## config.mk

```make
export PLATFORM = sky130hd
export DESIGN_NAME = wwd_top
export DESIGN_NICKNAME = d
export VERILOG_FILES = /design/src/verilog/wwd_pkg.sv /design/src/verilog/wwd_tick_div.sv /design/src/verilog/wwd_top.sv
export SDC_FILE = /design/constraint.sdc
export NUM_CORES = 1
export LEC_CHECK = 0
export BUFFER_PORTS_ARGS = -buffer_cell sky130_fd_sc_hd__buf_2
export CAP_MARGIN = 20
export CORE_MARGIN = 2
export CORE_UTILIZATION = 50
export CTS_CLUSTER_SIZE = 28
export DETAILED_ROUTE_END_ITERATION = 6
export GPL_ROUTABILITY_DRIVEN = 0
export PLACE_DENSITY = 0.7
export SKIP_CTS_REPAIR_TIMING = 1
export SYNTH_ARGS = -nofsm -noshare
export SYNTH_HDL_FRONTEND = slang
export SYNTH_SLANG_ARGS = --single-unit
```

## constraint.sdc

```tcl
create_clock -name ref_clk -period 1.88 [get_ports ref_clk]
set_input_delay 0.188 -clock ref_clk [delete_from_list [all_inputs] [get_ports ref_clk]]
set_output_delay 0.188 -clock ref_clk [all_outputs]
set_load 0.01 [all_outputs]
```

## src/verilog/wwd_pkg.sv

```systemverilog
package wwd_pkg;

  // register byte addresses on the plain register port
  localparam logic [7:0] WWD_ADDR_STATUS = 8'hB8;
  localparam logic [7:0] WWD_ADDR_MASK   = 8'hB9;
  localparam logic [7:0] WWD_ADDR_SVC    = 8'hBA;
  localparam logic [7:0] WWD_ADDR_CTRL   = 8'hBB;
  localparam logic [7:0] WWD_ADDR_RELOAD = 8'hBC;
  localparam logic [7:0] WWD_ADDR_WINDOW = 8'hBD;
  localparam logic [7:0] WWD_ADDR_CNT_LO = 8'hBE;
  localparam logic [7:0] WWD_ADDR_CNT_HI = 8'hBF;

  // control register fields
  localparam int WWD_CTRL_EN      = 0;
  localparam int WWD_CTRL_SLOW    = 1;
  localparam int WWD_CTRL_WIN_EN  = 2;
  localparam int WWD_CTRL_DBG_RUN = 3;
  localparam int WWD_CTRL_BITS    = 4;

  // status and mask fields
  localparam int WWD_ST_TIMEOUT = 0;
  localparam int WWD_ST_WINDOW  = 1;
  localparam int WWD_ST_BITS    = 2;

  // reset values
  localparam logic [7:0] WWD_RST_BYTE = 8'h00;
  localparam logic [WWD_CTRL_BITS-1:0] WWD_RST_CTRL = 4'h0;
  localparam logic [WWD_ST_BITS-1:0] WWD_RST_ST = 2'h0;

  // count-rate dividers of the peripheral clock
  localparam int WWD_DIV_FAST = 2;
  localparam int WWD_DIV_SLOW = 128;

  // byte maximum of the counter stages
  localparam logic [7:0] WWD_BYTE_MAX = 8'hFF;

  typedef enum logic [1:0] {
    WWD_RUN     = 2'b00,
    WWD_PREWARN = 2'b01,
    WWD_SYSRST  = 2'b10
  } wwd_state_e;

endpackage

```

## src/verilog/wwd_tick_div.sv

```systemverilog
`timescale 1ns/100ps
module wwd_tick_div #(
  parameter int DIV_FAST = 2,
  parameter int DIV_SLOW = 128
) (
  // clock and reset
  input  wire logic ref_clk,
  input  wire logic reset,
  // control
  input  wire logic run,
  input  wire logic slow_sel,
  // one-cycle count enable
  output logic      tick
);

  localparam int W = $clog2(DIV_SLOW);
  localparam logic [W-1:0] FAST_LAST = W'(DIV_FAST - 1);
  localparam logic [W-1:0] SLOW_LAST = W'(DIV_SLOW - 1);
  localparam logic [W-1:0] ZERO      = '0;

  logic [W-1:0] div_r;
  logic [W-1:0] div_nxt;
  logic         tick_r;
  logic         tick_nxt;

  // prescaler holds still while counting is frozen
  always_comb begin
    div_nxt  = div_r;
    tick_nxt = 1'b0;
    if (run) begin
      if (div_r >= (slow_sel ? SLOW_LAST : FAST_LAST)) begin
        div_nxt  = ZERO;
        tick_nxt = 1'b1;
      end else begin
        div_nxt = div_r + W'(1);
      end
    end
  end

  always_ff @(posedge ref_clk) begin
    if (reset) begin
      div_r  <= ZERO;
      tick_r <= 1'b0;
    end else begin
      div_r  <= div_nxt;
      tick_r <= tick_nxt;
    end
  end

  assign tick = tick_r;

endmodule

```

## src/verilog/wwd_top.sv

```systemverilog
// Contract
// - counter is 16 bits, low byte carry advances the high byte
// - count rate is peripheral clock divided by 2 or by 128
// - each service access loads the high byte with the reload value; here only in the run state and not on a window violation
// - each service access clears the low byte; here only in the run state, where a window violation clears it through the trip
// - time-out raises NMI and prewarning, then a system reset
// - in debug mode counting is suspended by default, counter frozen
// - counter readable as low and high bytes at BE and BF, reset zero
//
// Design decisions made here: the plain strobed port and the placing of the registers.
`timescale 1ns/100ps
module wwd_top
  import wwd_pkg::*;
(
  // clock and reset
  input  wire logic       ref_clk,
  input  wire logic       reset,
  // register port
  input  wire logic [7:0] reg_addr,
  input  wire logic [7:0] reg_wdata,
  input  wire logic       reg_wr,
  input  wire logic       reg_rd,
  output logic      [7:0] reg_rdata,
  // debug mode pin from the on-chip debug logic
  input  wire logic       dbg_mode,
  // system outputs
  output logic            nmi,
  output logic            prewarn,
  output logic            sys_reset_req,
  output logic            irq
);

  // debug pin synchroniser
  logic dbg_meta_r;
  logic dbg_sync_r;

  // software state
  logic [WWD_CTRL_BITS-1:0] ctrl_r;
  logic [WWD_CTRL_BITS-1:0] ctrl_nxt;
  logic [7:0]               reload_r;
  logic [7:0]               reload_nxt;
  logic [7:0]               window_r;
  logic [7:0]               window_nxt;
  logic [WWD_ST_BITS-1:0]   mask_r;
  logic [WWD_ST_BITS-1:0]   mask_nxt;
  logic [WWD_ST_BITS-1:0]   status_r;
  logic [WWD_ST_BITS-1:0]   status_nxt;
  logic [7:0]               rdata_r;
  logic [7:0]               rdata_nxt;
  logic                     irq_r;
  logic                     irq_nxt;

  // counter and sequence state
  logic [7:0]  cnt_lo_r;
  logic [7:0]  cnt_lo_nxt;
  logic [7:0]  cnt_hi_r;
  logic [7:0]  cnt_hi_nxt;
  wwd_state_e  state_r;
  wwd_state_e  state_nxt;
  logic        nmi_r;
  logic        nmi_nxt;
  logic        prewarn_r;
  logic        prewarn_nxt;
  logic        sysrst_r;
  logic        sysrst_nxt;

  // decoded events
  logic frozen;
  logic counting;
  logic tick;
  logic svc_wr;
  logic expire;
  logic win_viol;
  logic trip;

  // two flops before the debug level is used anywhere
  always_ff @(posedge ref_clk) begin
    if (reset) begin
      dbg_meta_r <= 1'b0;
      dbg_sync_r <= 1'b0;
    end else begin
      dbg_meta_r <= dbg_mode;
      dbg_sync_r <= dbg_meta_r;
    end
  end

  // debug freezes the count unless software asked it to keep running
  assign frozen   = dbg_sync_r && !ctrl_r[WWD_CTRL_DBG_RUN];
  // after a trip the count keeps going to time the prewarning phase
  assign counting = !frozen && (ctrl_r[WWD_CTRL_EN] || (state_r != WWD_RUN));

  wwd_tick_div #(
    .DIV_FAST (WWD_DIV_FAST),
    .DIV_SLOW (WWD_DIV_SLOW)
  ) u_div (
    .ref_clk  (ref_clk),
    .reset    (reset),
    .run      (counting),
    .slow_sel (ctrl_r[WWD_CTRL_SLOW]),
    .tick     (tick)
  );

  assign svc_wr   = reg_wr && (reg_addr == WWD_ADDR_SVC);
  assign expire   = tick && counting && (state_r == WWD_RUN) && ctrl_r[WWD_CTRL_EN]
                    && (cnt_lo_r == WWD_BYTE_MAX) && (cnt_hi_r == WWD_BYTE_MAX);
  // early service while the window check is on counts as a failure
  assign win_viol = svc_wr && (state_r == WWD_RUN) && ctrl_r[WWD_CTRL_EN]
                    && ctrl_r[WWD_CTRL_WIN_EN] && (cnt_hi_r < window_r);
  assign trip     = expire || win_viol;

  // counter and trip sequence
  always_comb begin
    cnt_lo_nxt  = cnt_lo_r;
    cnt_hi_nxt  = cnt_hi_r;
    state_nxt   = state_r;
    nmi_nxt     = 1'b0;
    prewarn_nxt = prewarn_r;
    sysrst_nxt  = sysrst_r;
    if (svc_wr && (state_r == WWD_RUN) && !win_viol) begin
      cnt_hi_nxt = reload_r;
      cnt_lo_nxt = WWD_RST_BYTE;
    end else if (tick && counting) begin
      cnt_lo_nxt = cnt_lo_r + 8'h01;
      if (cnt_lo_r == WWD_BYTE_MAX) begin
        cnt_hi_nxt = cnt_hi_r + 8'h01;
      end
    end
    case (state_r)
      WWD_RUN: begin
        if (trip) begin
          state_nxt   = WWD_PREWARN;
          nmi_nxt     = 1'b1;
          prewarn_nxt = 1'b1;
          cnt_lo_nxt  = WWD_RST_BYTE;
        end
      end
      WWD_PREWARN: begin
        // one more low-byte lap gives the handler time before the reset
        if (tick && counting && (cnt_lo_r == WWD_BYTE_MAX)) begin
          state_nxt  = WWD_SYSRST;
          sysrst_nxt = 1'b1;
        end
      end
      WWD_SYSRST: begin
        sysrst_nxt = 1'b1;
      end
      default: begin
        state_nxt = WWD_RUN;
      end
    endcase
  end

  always_ff @(posedge ref_clk) begin
    if (reset) begin
      cnt_lo_r  <= WWD_RST_BYTE;
      cnt_hi_r  <= WWD_RST_BYTE;
      state_r   <= WWD_RUN;
      nmi_r     <= 1'b0;
      prewarn_r <= 1'b0;
      sysrst_r  <= 1'b0;
    end else begin
      cnt_lo_r  <= cnt_lo_nxt;
      cnt_hi_r  <= cnt_hi_nxt;
      state_r   <= state_nxt;
      nmi_r     <= nmi_nxt;
      prewarn_r <= prewarn_nxt;
      sysrst_r  <= sysrst_nxt;
    end
  end

  // register writes, sticky status and read mux
  always_comb begin
    ctrl_nxt   = ctrl_r;
    reload_nxt = reload_r;
    window_nxt = window_r;
    mask_nxt   = mask_r;
    status_nxt = status_r;
    rdata_nxt  = WWD_RST_BYTE;
    if (reg_wr) begin
      case (reg_addr)
        WWD_ADDR_CTRL:   ctrl_nxt   = reg_wdata[WWD_CTRL_BITS-1:0];
        WWD_ADDR_RELOAD: reload_nxt = reg_wdata;
        WWD_ADDR_WINDOW: window_nxt = reg_wdata;
        WWD_ADDR_MASK:   mask_nxt   = reg_wdata[WWD_ST_BITS-1:0];
        WWD_ADDR_STATUS: status_nxt = status_r & ~reg_wdata[WWD_ST_BITS-1:0];
        default:         ctrl_nxt   = ctrl_r;
      endcase
    end
    // a new event in the clearing cycle must not be lost, so set wins
    if (expire) begin
      status_nxt[WWD_ST_TIMEOUT] = 1'b1;
    end
    if (win_viol) begin
      status_nxt[WWD_ST_WINDOW] = 1'b1;
    end
    if (reg_rd) begin
      case (reg_addr)
        WWD_ADDR_STATUS: rdata_nxt = {{(8-WWD_ST_BITS){1'b0}}, status_r};
        WWD_ADDR_MASK:   rdata_nxt = {{(8-WWD_ST_BITS){1'b0}}, mask_r};
        WWD_ADDR_CTRL:   rdata_nxt = {{(8-WWD_CTRL_BITS){1'b0}}, ctrl_r};
        WWD_ADDR_RELOAD: rdata_nxt = reload_r;
        WWD_ADDR_WINDOW: rdata_nxt = window_r;
        WWD_ADDR_CNT_LO: rdata_nxt = cnt_lo_r;
        WWD_ADDR_CNT_HI: rdata_nxt = cnt_hi_r;
        default:         rdata_nxt = WWD_RST_BYTE;
      endcase
    end
    irq_nxt = |(status_nxt & mask_nxt);
  end

  always_ff @(posedge ref_clk) begin
    if (reset) begin
      ctrl_r   <= WWD_RST_CTRL;
      reload_r <= WWD_RST_BYTE;
      window_r <= WWD_RST_BYTE;
      mask_r   <= WWD_RST_ST;
      status_r <= WWD_RST_ST;
      rdata_r  <= WWD_RST_BYTE;
      irq_r    <= 1'b0;
    end else begin
      ctrl_r   <= ctrl_nxt;
      reload_r <= reload_nxt;
      window_r <= window_nxt;
      mask_r   <= mask_nxt;
      status_r <= status_nxt;
      rdata_r  <= rdata_nxt;
      irq_r    <= irq_nxt;
    end
  end

  // all outputs straight from flops
  assign reg_rdata     = rdata_r;
  assign nmi           = nmi_r;
  assign prewarn       = prewarn_r;
  assign sys_reset_req = sysrst_r;
  assign irq           = irq_r;

endmodule
```

---- Yosys cells after proc, flatten, opt, wreduce, memory -nomap -nowiden ----
Cells that the tools add are included.
operators by class
  magnitude comparators ................... 2
  bitwise operators ....................... 7
  equality and inequality tests ........... 14
  multiplexer cells ....................... 23
  reductions and logical operators ........ 35
  $add $sub $neg .......................... 3
operator list
  kind                   number
  $eq A8 B8 Y1 const B   10
  $mux W8                7
  $pmux W8 S7            1
  $add A8 B1 Y8 const B  2
  $logic_and A1 B1 Y1    14
  $mux W7                2
  $mux W2                6
  $reduce_and A2 Y1      6
  $lt A8 B8 Y1           1
  $reduce_bool A2 Y1     4
  $reduce_or A2 Y1       4
  $add A7 B1 Y7 const B  1
  $ge A7 B7 Y1           1
  $pmux W2 S3            1
  $mux W1                5
  $and A2 B2 Y2          2
  $ne A2 B2 Y1 const B   2
  $not A1 Y1             4
  $logic_not A1 Y1       3
  $reduce_and A3 Y1      1
  $eq A2 B1 Y1 const B   1
  $eq A2 B2 Y1 const B   1
  $logic_not A2 Y1       1
  $logic_or A1 B1 Y1     2
  other kinds (2)        2
storage, ports and cells
  register bits after elaboration ......... 64
  word-level logic and storage cells ...... 101
  input port bits ......................... 21
  output and inout port bits .............. 12

---- Logic depth before layout (Yosys ltp) ----
  word-level depth ........................ 12
  depth in mapped cells ................... 8
  mapped depth without buffers ............ 7

---- Cells and area by module ----
Synthesis repeated with hierarchy kept, for this count alone.
second synthesis, totals
  cells, all modules ...................... 357
  area total of the unflattened synthesis .. 3372.0 µm²
modules (own cells, without submodules)
  module        area an instance (µm²)  times used  cells each  seq. area each (µm²)
  wwd_top       2870.3                  1           309         1121.1
  wwd_tick_div  501.7                   1           48          160.2

---- Worst setup path before layout ----
Ideal clock, no wire load.
  path kind ............................... reg2reg
  start point ............................. reg window_r[2]
  end point ............................... reg cnt_hi_r[0]
  library setup time ...................... 0.134 ns
  period minus slack after synthesis ...... 1.760 ns
  data required time ...................... 1.746 ns
  path buffers ............................ 1
  arrival ................................. 1.627 ns
  path slack .............................. 0.120 ns
  stages on the path, launching flop included .. 9
  cell sequence ........................... dfxtp_1 -> inv_1 -> ha_1 -> a211oi_1 -> o21ai_0 -> a211oi_1 -> nand2b_1 -> clkbuf_1 -> a211oi_1
on the way
  cells in the longest elaborated chain, start to end .. 6
  elaborated cells between the ends (all ways) .. 8
  those cells by class .................... order compare (1); mux (1); reduce/logical (6)
RTL lines
  element                              line            text
  start, declared                      wwd_top.sv:42   logic [7:0] window_r;
  start signal, assigned               wwd_top.sv:223  window_r <= window_nxt;
  $lt A8 B8 Y1 (*)                     wwd_top.sv:108  && ctrl_r[WWD_CTRL_WIN_EN] && (cnt_hi_r < window_r);
  $logic_and A1 B1 Y1 (*)              wwd_top.sv:108
  $logic_not A1 Y1 (*)                 wwd_top.sv:119  if (svc_wr && (state_r == WWD_RUN) && !win_viol) begin
  $logic_and A1 B1 Y1 (*)              wwd_top.sv:119
  $reduce_bool A2 Y1 (no source line)  --
  $reduce_and A2 Y1 (no source line)   --
  end signal, assigned                 wwd_top.sv:163  cnt_hi_r <= cnt_hi_nxt;
  end, declared                        wwd_top.sv:56   logic [7:0] cnt_hi_r;
Every way passes the cells marked *; elsewhere a longest branch is shown, timed or not.
A chain may end at the register's enable or synchronous reset.

---- Worst setup path after layout ----
  start point ............................. reg window_r[3]
  end point ............................... reg cnt_hi_r[1]
The elaborated chain is that of the path after synthesis.

==> run summary <==
The flow ran to the end, and the final reports show no timing, DRC or antenna violations. Path length in cells of the critical path: 8. In this run the remaining antenna-violating nets after routing total 0.

The instance count along the most critical hold path was 2. The hold violation count in the final report was 0. In the post-synthesis netlist, the biggest area contributors are sky130_fd_sc_hd__dfxtp_1, sky130_fd_sc_hd__ha_1, sky130_fd_sc_hd__mux4_2, sky130_fd_sc_hd__mux2i_1, sky130_fd_sc_hd__nor2_1. The worst IR drop on VDD is 0.567 mV, and the final worst hold slack is 0.0581 ns. The kind of cell with the highest combined delay along the critical path is compound AO/OA/AOI/OAI gates. The number of port buffers was 32.

For the number of setup violations in the final report, the log shows 0. The startpoint-to-endpoint class of the critical path was reg -> reg. The maximum number of pins on one net before global-route repair is 19.

The worst slack at placement is -0.0227 ns, and the cell area power density is 713 nW/um2. The tools report the number of violations reported at the end of detailed-routing iteration 0 as 220. The post-route clock period utilization is 0.946. For this run, design rule violations remaining after detail routing come to 0. The tools report the final max-slew violation count as 0. Across all layers, the routed design uses 2700 vias.

The run gives 0.230 as the combined global-route utilization of all metal layers. For this run, the detailed router's first-pass iteration total came to 4. Library cell appearing most often on the critical path: sky130_fd_sc_hd__a211oi_2.

The area share of the largest cell type after synthesis came out at 0.399. The wire-length estimate of the detail-placed layout is 5660 um. For the number of ports placed on the die boundary, the log shows 33. The core footprint came out at 6280 um2. The commonest cells after synthesis are sky130_fd_sc_hd__dfxtp_1, sky130_fd_sc_hd__nor2_1, sky130_fd_sc_hd__nand2_1, sky130_fd_sc_hd__a21oi_1. The most repeated cell in the gate-level netlist after synthesis is sky130_fd_sc_hd__dfxtp_1. The number of distinct library cells after synthesis came out at 50. The initialized floorplan defines 29 standard-cell rows.

Worst-margin pin slew: 0.447 ns. The switching power came out at 608 uW. The average instance in the mapped netlist occupies 9.39 um2. Summing every instance area after synthesis gives 3210 um2. The count of synthesis-stage warnings from yosys is 0. The fraction of registers with async set/reset works out to 0. The floorplan die area came out at 7080 um2. The initial antenna violation count came out at 0.

The first global-routing pass estimated 12900 um of wire. TritonCTS built the clock tree. The area growth from synthesis to layout is 20.3%. The synthesized netlist net count is 379, and the worst max-slew margin expressed relative to the limit is 0.701. Power share of the clock group: 0.466. The routed wire length was 7680 um. Dividing the detail-routed wire length by the instance count gives 16.0 um. The fraction of power consumed by combinational cells was 0.041.

For the total CTS buffers, the log shows 9. Final core area utilization: 0.616. The clock tree synthesis step divided the H-tree into 3 levels. Synthesized netlist cell count: 342. The width of the die came out at 84.2 um. The tools report the initial core utilization as 0.512. The design internal power was 2150 uW. The run gives 0.00158 uW as the cell leakage power.

For the share of total power in sequential cells, the log shows 0.493. The arrival time of the worst setup path is 2.04 ns, and the number of nets in the layout is 435. The clock net in this run drives a total of 64 sinks.

In this run the vertical extent of the chip is 84.2 um. The worst hold path belongs to the class in -> reg. In the post-route analysis, the smallest setup slack over all paths is 0.101 ns. The clock latency at the later pin of the worst-skew pair was 0.35 ns; the number of global-route vias before repair was 2713. The top flip-flop cell by instance count after synthesis is sky130_fd_sc_hd__dfxtp_1. The launching element type of the critical path is a flop.

Cell at the root of the clock tree: sky130_fd_sc_hd__clkbuf_8. For the post-synthesis sequential area ratio, the log shows 0.399. On the final layout, the worst clock skew is 0.00927 ns. The number of enable-type register cells in the synthesized netlist came out at 0. Counting along the longest clock path gives a buffer depth of 2. Counting both buffers and inverters, the worst setup path holds a total of 2.

Top cell type by total area after synthesis: sky130_fd_sc_hd__dfxtp_1. For the worst setup path, the data required time is 2.14 ns. The logs give 3870 um2 for the post-route cell area and 562 MHz for the maximum frequency from static timing analysis.

Max-cap violations in this run came to 0. The count of cells along the worst register-to-register path was 8. The kind of capture point of the worst setup path was a flop. The clock period minus final worst setup slack was 1.78 ns.

Summed over all layers, the global routing overflow is 0. The ratio of cells with drive above 1 in the final layout is 0.268. The maximum cell stage delay along the critical path came out at 0.38 ns.

The critical path goes through inv_1 > ha_1 > a211oi_2 > o21ai_1 > a211oi_2 > buf_6 > nor3_1 > a211oi_1. The register bit total from synthesis works out to 64. Of all nets on the critical path, the largest fanout is 5.

The switching power as a share of total power came out at 0.221. On the critical path, the stage with the largest delay is an instance of sky130_fd_sc_hd__dfxtp_1. Summing all placed instances gives a cell area of 3610 um2.

Clock-pin slew was measured on the worst setup and hold paths at 0.07 ns. The number of inserted diodes was 0. The average via count per standard cell is 5.63.
==> sequential cells by signal, indices dropped and copies added (netlist names) <==
register / cells
cnt_hi_r: 8
cnt_lo_r: 8
reg_rdata: 8
reload_r: 8
window_r: 8
u_div.div_r: 7
ctrl_r: 4
mask_r: 2
state_r: 2
status_r: 2
dbg_meta_r: 1
dbg_sync_r: 1
irq: 1
nmi: 1
prewarn: 1
sys_reset_req: 1
u_div.tick: 1
==> stage by stage <==
| stage | total power [uW] | setup TNS (ns) | std cells |
|---|---|---|---|
| finish | 2760 | 0 | 480 |
| detailed placement | 1500 | -0.0262 | 463 |
| global placement | 1500 | 0 | 463 |
| global route | 2820 | -0.0327 | 480 |
| CTS | 2760 | -0.0980 | 479 |
| floorplan | 1450 | 0 | 342 |
==> power by group through the flow <==
stage / clock network [uW] / logic, uW / registers, uW
2_1_floorplan: 0 / 63.9 / 1390
3_3_place_gp: 0 / 109 / 1390
3_5_place_dp: 0 / 110 / 1390
4_1_cts: 1290 / 110 / 1360
5_1_grt: 1340 / 124 / 1360
6_report: 1280 / 113 / 1360
==> cell usage in the layout, fill, tap and decap left out, drive strengths merged, types with 3 or more instances in the layout <==
master / Yosys / layout
a211oi: 5 / 5
a21o: 3 / 3
clkbuf: 9 / 11
a21oi: 24 / 24
and3: 5 / 5
nand2: 24 / 24
o31ai: 5 / 5
inv: 12 / 12
nand3: 15 / 15
a22oi: 3 / 3
nor3: 17 / 17
nor4: 3 / 3
nor2: 36 / 36
clkinv: 1 / 3
nor2b: 7 / 7
nand4: 16 / 16
xor2: 12 / 12
dfxtp: 64 / 64
mux4: 8 / 8
buf: 8 / 62
ha: 16 / 16
mux2i: 16 / 16
xnor2: 8 / 8
==> worst paths after layout <==
check	end	slack, ns	start
max	cnt_hi_r[1]	0.10	window_r[3]
min	dbg_meta_r	0.06	dbg_mode
max reg2reg	cnt_hi_r[1]	0.10	window_r[3]
min reg2reg	prewarn	0.45	prewarn
==> cells by family (layout without fill, tap and decap cells) <==
logic type | Yosys count | after routing | share of synthesized area
compound gates | 46 | 46 | 0.0903
xor+xnor | 20 | 20 | 0.0545
fa+ha+maj | 16 | 16 | 0.0623
buf+inv | 30 | 91 | 0.0401
flops | 64 | 64 | 0.399
mux | 26 | 26 | 0.113
simple gates | 140 | 140 | 0.241
==> layer usage <==
metal / vias up / part of all wire / track usage
li1: 1331 / - / -
met1: 1273 / 0.46 / 0.300
met2: 81 / 0.47 / 0.372
met3: 15 / 0.055 / 0.0610
met4: 0 / 0.018 / 0.0777
met5: - / 0 / 0
==> area by class of cell <==
class                           count  area (um2)
Clock buffer                       11         131
Sequential cell                    64        1280
Timing Repair Buffer               62         387
Clock inverter                      5        81.3
Tap cell                           77        96.3
Multi-Input combinational cell    248        1840
Fill cell                         530        2410
Inverter                           13        48.8
Note: power is estimated with default switching activity, not from simulation.
